[src/pkg/camsc_defines.vh]
// camsc_defines.vh: constants for the cam signal conditioning block
// assumes inclusion by bare name from the core files
`ifndef CAMSC_DEFINES_VH
`define CAMSC_DEFINES_VH
// ************************************************************
// register offsets (word addresses on the plain port)
// ************************************************************
`define CAMSC_ADDR_W        4
`define CAMSC_OFS_CTRL      4'h0
`define CAMSC_OFS_SHIFT     4'h1
`define CAMSC_OFS_STRETCH   4'h2
`define CAMSC_OFS_STATUS    4'h3
// ************************************************************
// control fields
// ************************************************************
`define CAMSC_CTRL_AUTOCLR  0
`define CAMSC_CTRL_SHIFT_ON 1
`define CAMSC_CTRL_STR_ON   2
`define CAMSC_CTRL_CHOICE   3
`define CAMSC_CTRL_GATE     4
`define CAMSC_CTRL_ENCODER  5
`define CAMSC_CTRL_RST      6'h00
// ************************************************************
// status fields and codes
// ************************************************************
`define CAMSC_CNT_W         8
`define CAMSC_CNT_RST       8'h01
`define CAMSC_ST_CRANK      0
`define CAMSC_ST_PH1        1
`define CAMSC_ST_PH2        2
`define CAMSC_ST_PAT_LO     3
`define CAMSC_RUN_STALLED   2'h0
`define CAMSC_RUN_CRANKING  2'h1
`define CAMSC_RUN_RUNNING   2'h2
`define CAMSC_PAT_NORMAL    2'h0
`define CAMSC_PAT_ERROR     2'h1
`define CAMSC_PAT_HIGH      2'h2
`define CAMSC_PAT_LOW       2'h3
`endif

[src/core/camsc_shift.v]
// camsc_shift.v: offset stage, moves a cam pulse by a count of crank teeth
// assumes synchronised inputs and one-cycle crank edge pulses
`include "camsc_defines.vh"
module camsc_shift (
  input  wire                    sys_clk,
  input  wire                    rst,
  input  wire                    clk_en,
  input  wire                    enable,
  input  wire [`CAMSC_CNT_W-1:0] teeth,
  input  wire                    cam_in,
  input  wire                    cam_rise,
  input  wire                    crank_rise,
  input  wire                    crank_fall,
  output wire                    cam_out
);
  reg [`CAMSC_CNT_W-1:0] count_r;
  reg                    armed_r;
  reg                    ready_r;
  reg                    pulse_r;

  assign cam_out = enable ? pulse_r : cam_in;

  always @(posedge sys_clk) begin
    if (rst) begin
      count_r <= {`CAMSC_CNT_W{1'b0}};
      armed_r <= 1'b0;
      ready_r <= 1'b0;
      pulse_r <= 1'b0;
    end else if (clk_en) begin
      if (pulse_r && crank_rise)
        pulse_r <= 1'b0;
      if (cam_rise) begin
        count_r <= {`CAMSC_CNT_W{1'b0}};
        armed_r <= 1'b1;
        ready_r <= (teeth == {`CAMSC_CNT_W{1'b0}});
      end else if (armed_r && !ready_r && crank_rise) begin
        count_r <= count_r + 1'b1;
        if (count_r + 1'b1 == teeth)
          ready_r <= 1'b1;
      end else if (ready_r && crank_fall) begin
        pulse_r <= 1'b1;
        ready_r <= 1'b0;
        armed_r <= 1'b0;
      end
    end
  end
endmodule

[src/core/camsc_stretch.v]
// camsc_stretch.v: extension stage, holds a pulse for a count of crank teeth
// assumes synchronised inputs and one-cycle crank edge pulses
`include "camsc_defines.vh"
module camsc_stretch (
  input  wire                    sys_clk,
  input  wire                    rst,
  input  wire                    clk_en,
  input  wire                    enable,
  input  wire [`CAMSC_CNT_W-1:0] teeth,
  input  wire                    cam_in,
  input  wire                    crank_rise,
  output wire                    cam_out
);
  reg                    prev_r;
  reg [`CAMSC_CNT_W-1:0] left_r;
  reg                    hold_r;
  wire                   rise = cam_in & ~prev_r;

  assign cam_out = enable ? hold_r : cam_in;

  always @(posedge sys_clk) begin
    if (rst) begin
      prev_r <= 1'b0;
      left_r <= {`CAMSC_CNT_W{1'b0}};
      hold_r <= 1'b0;
    end else if (clk_en) begin
      prev_r <= cam_in;
      if (rise) begin
        left_r <= teeth;
        hold_r <= (teeth != {`CAMSC_CNT_W{1'b0}});
      end else if (hold_r && crank_rise) begin
        left_r <= left_r - 1'b1;
        if (left_r == {{(`CAMSC_CNT_W-1){1'b0}}, 1'b1})
          hold_r <= 1'b0;
      end
    end
  end
endmodule

[src/core/camsc_top.v]
// Contract
// - auto-clear on: clear tracker faults while engine reports cranking.
// - gap and extra-tooth patterns use the chosen phase input as reference.
// - encoder patterns use the chosen phase input to gate the index.
// - offset stage counts crank teeth from each phase rising edge.
// - offset output rises on crank fall after the configured rising edges.
// - offset output falls on the next crank rising edge.
// - offset stage disabled passes the selected phase signal unchanged.
// - offset stage output feeds the extension stage input.
// - extension holds high for configured teeth from its input rising edge.
// - extension output goes to index gate or straight to tracker.
// - extension stage disabled passes its input unchanged.
// - in sync on gap patterns, classify phase at each wheel feature.
// - the error classification never drops synchronisation.
// - gated mode ANDs index pulse with conditioned phase signal.
// - ungated mode forwards the index pulse regardless of phase.
// - readable indicators of crank and both phase input levels.
// - report cranking when speed is above stall and at or below run limit.
// - fault clearing resets all four tracker fault flags together.
//
// camsc_top.v: cam signal conditioning in front of a position tracker
// assumes asynchronous sensor pins, a same-clock tracker and register master
`include "camsc_defines.vh"
module camsc_top (
  input  wire                     sys_clk,
  input  wire                     rst,
  input  wire                     clk_en,
  input  wire [`CAMSC_ADDR_W-1:0] reg_addr,
  input  wire [7:0]               reg_wdata,
  input  wire                     reg_wr,
  input  wire                     reg_rd,
  output reg  [7:0]               reg_rdata,
  input  wire                     crank_pin,
  input  wire                     first_phase_input,
  input  wire                     second_phase_input,
  input  wire                     encoder_index_pulse,
  input  wire [15:0]              crank_rpm,
  input  wire [15:0]              stall_rpm_limit,
  input  wire [15:0]              run_rpm_limit,
  input  wire                     tracker_in_sync,
  input  wire                     wheel_feature,
  output reg  [1:0]               engine_run_state,
  output reg                      tracker_phase,
  output reg                      tracker_index,
  output reg                      fault_clear,
  output wire                     short_tooth_fault_clr,
  output wire                     absent_gap_fault_clr,
  output wire                     absent_index_fault_clr,
  output wire                     absent_extra_tooth_fault_clr,
  output reg  [1:0]               phase_pattern_status
);
// ************************************************************
// registers
// ************************************************************
  reg  [5:0]              ctrl_r;
  reg  [`CAMSC_CNT_W-1:0] phase_shift_teeth;
  reg  [`CAMSC_CNT_W-1:0] phase_stretch_teeth;
  reg                     manual_clr_r;
  wire auto_fault_clear_on_start = ctrl_r[`CAMSC_CTRL_AUTOCLR];
  wire phase_shift_on     = ctrl_r[`CAMSC_CTRL_SHIFT_ON];
  wire phase_stretch_on   = ctrl_r[`CAMSC_CTRL_STR_ON];
  wire phase_input_choice = ctrl_r[`CAMSC_CTRL_CHOICE];
  wire index_gate_mode    = ctrl_r[`CAMSC_CTRL_GATE];
  wire encoder_pattern    = ctrl_r[`CAMSC_CTRL_ENCODER];
  wire [7:0] status_w;

  always @(posedge sys_clk) begin
    if (rst) begin
      ctrl_r              <= `CAMSC_CTRL_RST;
      phase_shift_teeth   <= `CAMSC_CNT_RST;
      phase_stretch_teeth <= `CAMSC_CNT_RST;
      manual_clr_r        <= 1'b0;
      reg_rdata           <= 8'h00;
    end else if (clk_en) begin
      manual_clr_r <= 1'b0;
      reg_rdata    <= 8'h00;
      if (reg_wr) begin
        case (reg_addr)
          `CAMSC_OFS_CTRL:    ctrl_r <= reg_wdata[5:0];
          `CAMSC_OFS_SHIFT:   phase_shift_teeth <= reg_wdata;
          `CAMSC_OFS_STRETCH: phase_stretch_teeth <= reg_wdata;
          `CAMSC_OFS_STATUS:  manual_clr_r <= reg_wdata[7];
          default: ;
        endcase
      end
      if (reg_rd) begin
        case (reg_addr)
          `CAMSC_OFS_CTRL:    reg_rdata <= {2'h0, ctrl_r};
          `CAMSC_OFS_SHIFT:   reg_rdata <= phase_shift_teeth;
          `CAMSC_OFS_STRETCH: reg_rdata <= phase_stretch_teeth;
          `CAMSC_OFS_STATUS:  reg_rdata <= status_w;
          default:            reg_rdata <= 8'h00;
        endcase
      end
    end
  end
// ************************************************************
// pin synchronisers and edge detection
// ************************************************************
  reg [2:0] meta_r;
  reg [2:0] sync_r;
  reg [2:0] last_r;
  reg       idx_meta_r;
  reg       idx_sync_r;

  always @(posedge sys_clk) begin
    if (rst) begin
      meta_r     <= 3'h0;
      sync_r     <= 3'h0;
      last_r     <= 3'h0;
      idx_meta_r <= 1'b0;
      idx_sync_r <= 1'b0;
    end else if (clk_en) begin
      meta_r     <= {second_phase_input, first_phase_input, crank_pin};
      sync_r     <= meta_r;
      last_r     <= sync_r;
      idx_meta_r <= encoder_index_pulse;
      idx_sync_r <= idx_meta_r;
    end
  end

  wire crank_rise = sync_r[0] & ~last_r[0];
  wire crank_fall = ~sync_r[0] & last_r[0];
  wire sel_phase  = phase_input_choice ? sync_r[2] : sync_r[1];
  wire sel_last   = phase_input_choice ? last_r[2] : last_r[1];
  wire sel_rise   = sel_phase & ~sel_last;
// ************************************************************
// offset and extension chain
// ************************************************************
  wire shifted;
  wire stretched;

  camsc_shift u_shift (
    .sys_clk    (sys_clk),
    .rst        (rst),
    .clk_en     (clk_en),
    .enable     (phase_shift_on),
    .teeth      (phase_shift_teeth),
    .cam_in     (sel_phase),
    .cam_rise   (sel_rise),
    .crank_rise (crank_rise),
    .crank_fall (crank_fall),
    .cam_out    (shifted)
  );

  camsc_stretch u_stretch (
    .sys_clk    (sys_clk),
    .rst        (rst),
    .clk_en     (clk_en),
    .enable     (phase_stretch_on),
    .teeth      (phase_stretch_teeth),
    .cam_in     (shifted),
    .crank_rise (crank_rise),
    .cam_out    (stretched)
  );
// ************************************************************
// routing and index gating
// ************************************************************
  always @(posedge sys_clk) begin
    if (rst) begin
      tracker_phase <= 1'b0;
      tracker_index <= 1'b0;
    end else if (clk_en) begin
      tracker_phase <= encoder_pattern ? 1'b0 : stretched;
      if (!encoder_pattern)
        tracker_index <= 1'b0;
      else if (index_gate_mode)
        tracker_index <= idx_sync_r & stretched;
      else
        tracker_index <= idx_sync_r;
    end
  end
// ************************************************************
// engine state and fault clearing
// ************************************************************
  always @(posedge sys_clk) begin
    if (rst) begin
      engine_run_state <= `CAMSC_RUN_STALLED;
      fault_clear      <= 1'b0;
    end else if (clk_en) begin
      if (crank_rpm > run_rpm_limit)
        engine_run_state <= `CAMSC_RUN_RUNNING;
      else if (crank_rpm > stall_rpm_limit)
        engine_run_state <= `CAMSC_RUN_CRANKING;
      else
        engine_run_state <= `CAMSC_RUN_STALLED;
      fault_clear <= manual_clr_r | (auto_fault_clear_on_start &
                     (engine_run_state == `CAMSC_RUN_CRANKING));
    end
  end

  assign short_tooth_fault_clr        = fault_clear;
  assign absent_gap_fault_clr         = fault_clear;
  assign absent_index_fault_clr       = fault_clear;
  assign absent_extra_tooth_fault_clr = fault_clear;
// ************************************************************
// phase pattern classification
// ************************************************************
  reg       seen_r;
  reg       prev_lvl_r;
  reg       alt_ok_r;
  reg       any_hi_r;
  reg       any_lo_r;
  reg [1:0] pat_nxt;

  always @* begin
    if (!any_lo_r)
      pat_nxt = `CAMSC_PAT_HIGH;
    else if (!any_hi_r)
      pat_nxt = `CAMSC_PAT_LOW;
    else if (alt_ok_r)
      pat_nxt = `CAMSC_PAT_NORMAL;
    else
      pat_nxt = `CAMSC_PAT_ERROR;
  end

  always @(posedge sys_clk) begin
    if (rst) begin
      seen_r     <= 1'b0;
      prev_lvl_r <= 1'b0;
      alt_ok_r   <= 1'b1;
      any_hi_r   <= 1'b0;
      any_lo_r   <= 1'b0;
      phase_pattern_status <= `CAMSC_PAT_LOW;
    end else if (clk_en) begin
      if (!tracker_in_sync || encoder_pattern) begin
        seen_r   <= 1'b0;
        alt_ok_r <= 1'b1;
        any_hi_r <= 1'b0;
        any_lo_r <= 1'b0;
      end else if (wheel_feature) begin
        seen_r     <= 1'b1;
        prev_lvl_r <= stretched;
        any_hi_r   <= any_hi_r | stretched;
        any_lo_r   <= any_lo_r | ~stretched;
        if (seen_r)
          alt_ok_r <= alt_ok_r & (stretched != prev_lvl_r);
      end else if (seen_r) begin
        phase_pattern_status <= pat_nxt;
      end
    end
  end
// ************************************************************
// status word
// ************************************************************
  assign status_w = {2'h0, sync_r[0], phase_pattern_status, sync_r[2], sync_r[1],
                     engine_run_state == `CAMSC_RUN_CRANKING};
endmodule

[config.mk]
export PLATFORM = sky130hd
export DESIGN_NAME = camsc_top
export DESIGN_NICKNAME = d
export VERILOG_FILES = /design/src/core/camsc_shift.v /design/src/core/camsc_stretch.v /design/src/core/camsc_top.v
export VERILOG_INCLUDE_DIRS = /design/src /design/src/pkg
export SDC_FILE = /design/constraint.sdc
export NUM_CORES = 1
export LEC_CHECK = 0
export BUFFER_PORTS_ARGS = -buffer_cell sky130_fd_sc_hd__buf_2
export CAP_MARGIN = 20
export CORE_ASPECT_RATIO = 0.75
export CORE_MARGIN = 8
export CORE_UTILIZATION = 50
export DETAILED_ROUTE_END_ITERATION = 12
export PLACE_DENSITY = 0.88
export SLEW_MARGIN = 10
export SYNTH_ARGS = -nofsm -noshare
export SYNTH_HDL_FRONTEND = slang
export SYNTH_SLANG_ARGS = --single-unit
[constraint.sdc]
create_clock -name sys_clk -period 1.7 [get_ports sys_clk]
set_input_delay 0.17 -clock sys_clk [delete_from_list [all_inputs] [get_ports sys_clk]]
set_output_delay 0.17 -clock sys_clk [all_outputs]
set_load 0.005 [all_outputs]
== Word level (Yosys, flattened, before mapping) ==
Cells that the tools add are included.

* Flip-flop bits (word level): 75
* Input port bits: 71
* Output and inout bits: 19
* Logic and storage cells: 129

* Add/sub/neg operators: 2
* Order comparisons: 2
* Eq/ne operators: 9
* Muxes and demuxes: 42
* Bitwise logic cells: 17
* Reduce and logical (&&, ||, !) cells: 30

{| class="wikitable"
|+ Operators with widths
! operator !! number
|-
| 2-to-1 mux 8 bit || 5
|-
| 2-to-1 mux 1 bit || 33
|-
| > comparator 16 bit || 2
|-
| one-hot mux 8 bit (4 select lines) || 1
|-
| AND reduction 3 bit || 8
|-
| nonzero test 2 bit || 6
|-
| adder 8 x 1 -> 8 bit (second input constant) || 1
|-
| == test 4 x 2 -> 1 bit (second input constant) || 2
|-
| == test 8 x 1 -> 1 bit (second input constant) || 1
|-
| == test 8 bit || 1
|-
| logical NOT 8 bit || 1
|-
| nonzero test 8 bit || 1
|-
| subtractor 8 x 1 -> 8 bit (second input constant) || 1
|-
| AND 1 bit || 7
|-
| inverter 1 bit || 7
|-
| 2-to-1 mux 2 bit || 3
|-
| AND reduction 2 bit || 3
|-
| logical AND 1 bit || 5
|-
| == test 4 x 1 -> 1 bit (second input constant) || 1
|-
| logical NOT 4 bit || 1
|-
| AND reduction 4 bit || 1
|-
| inequality test 3 bit (second input constant) || 1
|-
| OR 1 bit || 3
|-
| nonzero test 3 bit || 1
|-
| 5 further kinds || 6
|}

== Longest topological paths before layout ==
* Depth after elaboration: 8
* Mapped depth: 8
* Mapped depth without buffers: 8

== Modules after synthesis ==
A second synthesis with hierarchy kept.

* Cells, all modules: 518
* Area, all modules: 4475.5 um2

{| class="wikitable"
|+ Modules (own cells, without submodules)
! module !! instances !! cells an instance !! area an instance (um2) !! seq. area each (um2)
|-
| camsc_top || 1 || 343 || 3103.0 || 1081.0
|-
| camsc_shift || 1 || 95 || 749.5 || 220.2
|-
| camsc_stretch || 1 || 80 || 623.1 || 200.2
|}

== Least setup slack after synthesis ==
OpenSTA, ideal clock, no wires.

* Kind: reg2reg
* Start: reg ctrl_r[3]
* End: reg alt_ok_r
* Arrival time: 1.557 ns
* Required time: 1.586 ns
* Setup slack: 0.029 ns
* Stages on the path, launching flop included: 7
* Path buffers: 0
* Period minus slack after synthesis: 1.671 ns
* Cells stage by stage: dfxtp_1 > mux2_4 > o21a_1 > mux2i_4 > xor2_1 > o2111ai_1 > a21o_1

* Cells in the longest elaborated chain, start to end: 8

{| class="wikitable"
|+ Ends and longest elaborated chain
! what !! RTL line !! RTL
|-
| start: declaration || camsc_top.v:55 || <nowiki>reg [5:0] ctrl_r;</nowiki>
|-
| start signal: assignment || camsc_top.v:69 || <nowiki>ctrl_r <= `CAMSC_CTRL_RST;</nowiki>
|-
| start signal: assignment || camsc_top.v:79 || <nowiki>`CAMSC_OFS_CTRL: ctrl_r <= reg_wdata[5:0];</nowiki>
|-
| 2-to-1 mux 1 bit || camsc_top.v:124 || <nowiki>wire sel_phase = phase_input_choice ? sync_r[2] : sync_r[1];</nowiki>
|-
| 2-to-1 mux 1 bit || camsc_shift.v:21 || <nowiki>assign cam_out = enable ? pulse_r : cam_in;</nowiki>
|-
| 2-to-1 mux 1 bit || camsc_stretch.v:19 || <nowiki>assign cam_out = enable ? hold_r : cam_in;</nowiki>
|-
| inequality test 1 bit || camsc_top.v:237 || <nowiki>alt_ok_r <= alt_ok_r & (stretched != prev_lvl_r);</nowiki>
|-
| AND 1 bit || camsc_top.v:237 ||
|-
| 2-to-1 mux 1 bit || camsc_top.v:236 || <nowiki>if (seen_r)</nowiki>
|-
| 2-to-1 mux 1 bit || camsc_top.v:231 || <nowiki>end else if (wheel_feature) begin</nowiki>
|-
| 2-to-1 mux 1 bit || camsc_top.v:226 || <nowiki>if (!tracker_in_sync || encoder_pattern) begin</nowiki>
|-
| end signal: assignment || camsc_top.v:237 ||
|-
| end: declaration || camsc_top.v:201 || <nowiki>reg alt_ok_r;</nowiki>
|}

No other way between the ends. The select of a mux whose other input is x is not followed.
A chain may end at the register's enable or synchronous reset.

== Worst setup path after layout ==
* Start: reg ctrl_r[3]
* End: reg u_stretch.left_r[2]

* Cells in the longest elaborated chain, start to end: 5
* Elaborated cells between the ends (all ways): 6
* Those cells by class: mux (3); bitwise (1); reduce/logical (2)

{| class="wikitable"
|+ Ends and longest elaborated chain
! what !! RTL line !! RTL
|-
| 2-to-1 mux 1 bit (*) || camsc_top.v:124 ||
|-
| 2-to-1 mux 1 bit (*) || camsc_shift.v:21 ||
|-
| AND 1 bit (*) || camsc_stretch.v:17 || <nowiki>wire rise = cam_in & ~prev_r;</nowiki>
|-
| nonzero test 2 bit (no line) || -- ||
|-
| AND reduction 2 bit (no line) || -- ||
|-
| end signal: assignment || camsc_stretch.v:24 || <nowiki>left_r <= {`CAMSC_CNT_W{1'b0}};</nowiki>
|-
| end signal: assignment || camsc_stretch.v:29 || <nowiki>left_r <= teeth;</nowiki>
|-
| end signal: assignment || camsc_stretch.v:32 || <nowiki>left_r <= left_r - 1'b1;</nowiki>
|-
| end: declaration || camsc_stretch.v:15 || <nowiki>reg [`CAMSC_CNT_W-1:0] left_r;</nowiki>
|}

Mark *: on every way between the ends. The rest lies on a longest branch, timed or not.

==> metrics.md <==
| Metric | Value |
|---|---|
| Mapped Cells | 516 |
| Total power | 4.41 mW |
| Die width | 125 um |
| Initial antenna violation count | 0 |
| Final instance area | 5430 sq um |
| Max_slew headroom | 0.716 |
| Critical Path RT | 1920 ps |
| Number of global-route vias before repair | 4307 |
| Actual slew at the worst max-slew pin | 424 ps |
| DRT iter0 DRCs | 384 |
| Net count, final | 719 |
| Final setup viols | 1 |
| Post-DP HPWL | 9.25 mm |
| ANT nets after route | 0 |
| P_leak | 2.56 nW |
| DRC viols | 0 |
| Num CTS Buffers | 9 |
| Via count | 4282 |
| Cell Area, Placed | 5060 sq um |
| Rows | 29 |
| Highest clock rate | 581 MHz |
| Fillers | 673 |
| Failing checks | setup timing |
| Synthesized flop and latch total | 75 |
| Initial core utilization | 0.521 |
| Kind of critical path | flip-flop to flip-flop |
| R2R Setup Slk | -20 ps |
| Clock buffer depth | 2 |
| Multi-input logic area | 2670 sq um |
| Worst r2r path cells | 8 |
| Final worst path period share | 1.01 |
| Ant diodes | 0 |
| Routed vias/inst | 5.91 |
| Worst setup SP type | flip-flop |
| Total core area | 8530 sq um |
| Fin crit period | 1720 ps |
| Primary FF master, synth | dfxtp_1 |
| Die Area | 12200 sq um |
| Post-synth EDFFs | 0 |
| VDD IR-drop max | 0.749 mV |
| Outcome | complete, but fails checks |
| Layout area overhead | 22.3% |
| CTS tree | done |
| Clock transition at path regs | 60 ps |
| Synthesized cell area | 4440 sq um |
| Ratio of cells with drive above 1 in the final layout | 0.253 |
| H-tree levels | 3 |
| Worst hold stages | 3 |
| Setup TNS | -21.6 ps |
| DR pass1 iterations | 5 |
| HP Class | input port to flip-flop |
| Total Routing Usage GR | 0.197 |
| Routed wire per std cell | 17.1 um |
| Arrival @ worst endpoint | 1940 ps |
| Gpl congestion | 0.874 |
| Power Density | 812 nW/um^2 |
| HP Start | crank_pin |
| Yosys warning total | 0 |
| Sequential cell area | 1510 sq um |
| Hold Path Sink | meta_r[0]$_SDFFE_PP0P_ |
| Final Skew | 8.43 ps |
| Yosys cell types | 63 |
| Syn nets | 622 |
| Crit. End Element | flip-flop |
| Slew Limit Fails | 0 |
| Overflow after GRT | 0 |
| Share of flip-flops with an asynchronous set or reset | 0 |
| MaxCap Viol Count | 0 |
| RSZ-0062 raised after global routing | true |
| Avg Cell Area, Syn | 8.60 sq um |
| Final WS setup | -21.6 ps |
| Largest net degree at the start of global routing | 56 |
| CTS Sinks | 75 |
| Final hold vios | 0 |
| Clock root cell | clkbuf_16 |
| Die Ht | 97.6 um |
| Reg2reg end | u_stretch.left_r[2]$_SDFFE_PP0P_ |
| IO Port Bufs | 89 |
| Share of the yosys chip area belonging to registers | 0.338 |
| Crit Path Max Fanout | 7 |
| Worst skew pair latency | 330 ps |
| Routed WL | 12.4 mm |
| Worst r2r src | ctrl_r[3]$_SDFFE_PP0P_ |
| Final Core Density | 0.637 |
| Global-route wire length before repair | 20.3 mm |
| # IOs | 90 |
==> what timing repair did <==
action | 4_1_cts | 5_1_grt
endpoints found under the setup margin | 2 | 8
hold buffers | 0 | 0
pin swaps | 0 | 6
endpoints found under the hold margin | 0 | 0
cloned | 0 | 0
resized for setup | 2 | 13
setup buffers | 0 | 2
==> worst max-delay path: stages (launching register included) <==
cell and delay [ps]:
dfxtp_2 330, mux2_4 330, o211a_4 300, buf_6 150, buf_6 110, nand2_2 50, o21ai_1 70, a22oi_1 210
nor2_1 60
==> stage by stage <==
step	instances	setup slack (ps)	hold slack (ps)
5_1_grt	725	-107	113
3_5_place_dp	708	-143	415
6_report	725	-21.6	79.3
2_1_floorplan	516	28.8	313
4_1_cts	723	20.1	72.1
3_3_place_gp	708	-27.8	405
==> placed cells by master, fill, tap and decap left out, types with 5 or more instances in the layout <==
master     synthesis  final
a21oi_1           42     40
a22oi_1           11     11
buf_2              3     89
buf_4              7     17
clkbuf_16          0      9
dfxtp_1           75     72
ha_1              35     35
inv_1             40     40
mux2i_1           32     32
mux4_2             5      5
nand2_1           37     36
nand2b_1           6      6
nand3_1            9      9
nand4_1            7      7
nor2_1            64     64
nor2b_1            6      6
nor3_1             9      9
nor4_1             6      5
o21ai_0           28     25
or3_1              5      5
xnor2_1           10     10
==> sequential cells by signal, summed over array words and instances, names as in the netlist, 2 cells and up <==
name                  cells
u_shift.count_r           8
engine_run_state          2
u_stretch.left_r          8
phase_stretch_teeth       8
sync_r                    3
phase_pattern_status      2
reg_rdata                 8
last_r                    3
phase_shift_teeth         8
meta_r                    3
ctrl_r                    6
==> final cells by class <==
class,instances,share of cell area
clock inverter,6,0.0166
inverter,41,0.0283
timing repair buffer,111,0.119
tap,108,0.0249
clock buffer,9,0.0415
multi-input combinational,375,0.492
sequential,75,0.277
==> power breakdown <==
group	switching (mW)	total (mW)	internal [mW]
logic	0.313	0.582	0.269
clock network	0.727	2.01	1.28
registers	0.0324	1.82	1.79
total	1.07	4.41	3.34
==> Yosys cell counts, types with 2 or more instances <==
master	n	area (sq um)
a211o_1	2	17.5
a211oi_1	2	15.0
a21o_1	3	22.5
a21oi_1	42	210
a221oi_1	2	17.5
a22o_1	3	26.3
a22oi_1	11	82.6
a31oi_1	3	18.8
and2b_2	2	17.5
and3_1	4	25.0
buf_2	3	15.0
buf_4	7	52.6
buf_6	2	22.5
clkbuf_1	12	45.0
dfxtp_1	75	1500
ha_1	35	438
inv_1	40	150
mux2i_1	32	320
mux4_2	5	113
nand2_1	37	139
nand2_2	2	12.5
nand2b_1	6	37.5
nand3_1	9	45.0
nand3b_1	3	22.5
nand4_1	7	43.8
nor2_1	64	240
nor2b_1	6	37.5
nor3_1	9	45.0
nor4_1	6	37.5
o2111ai_1	2	17.5
o211ai_1	2	15.0
o21a_1	3	22.5
o21ai_0	28	140
o22ai_1	2	12.5
or3_1	5	31.3
or4_1	2	15.0
xnor2_1	10	87.6
xor2_1	3	26.3
==> metal layers <==
layer / vias to the layer above / wire length, um / GRT usage
li1: 2020 / - / -
met1: 2033 / 5060 / 0.223
met2: 201 / 6140 / 0.346
met3: 28 / 922 / 0.0594
met4: 0 / 269 / 0.0646
met5: - / 0 / 0
==> worst max path at each step <==
| stage | startpoint | to | slack (ps) | depth (start not counted) |
|---|---|---|---|---|
| finish | ctrl_r[3]$_SDFFE_PP0P_ | u_stretch.left_r[2]$_SDFFE_PP0P_ | -20 | 8 |
| global route | ctrl_r[3]$_SDFFE_PP0P_ | u_stretch.left_r[2]$_SDFFE_PP0P_ | -110 | 8 |
| CTS | ctrl_r[3]$_SDFFE_PP0P_ | u_stretch.left_r[7]$_SDFFE_PP0P_ | 20 | 6 |
| detailed placement | crank_rpm[15] | engine_run_state[0]$_SDFFE_PP0P_ | -140 | 8 |
| global placement | crank_rpm[13] | engine_run_state[0]$_SDFFE_PP0P_ | -30 | 7 |
| floorplan | ctrl_r[3]$_SDFFE_PP0P_ | alt_ok_r$_SDFFE_PP1P_ | 30 | 6 |
==> logic make-up after synthesis <==
kind of cell,count (synthesis),share of synthesized area
AND/OR/NAND/NOR,174,0.198
AO/OA/AOI/OAI,113,0.162
flip-flops,75,0.338
buffers and inverters,66,0.0659
multiplexers,40,0.112
adder cells (fa/ha/maj),35,0.0986
XOR/XNOR,13,0.0256
Note: power is estimated with default switching activity, not from simulation.
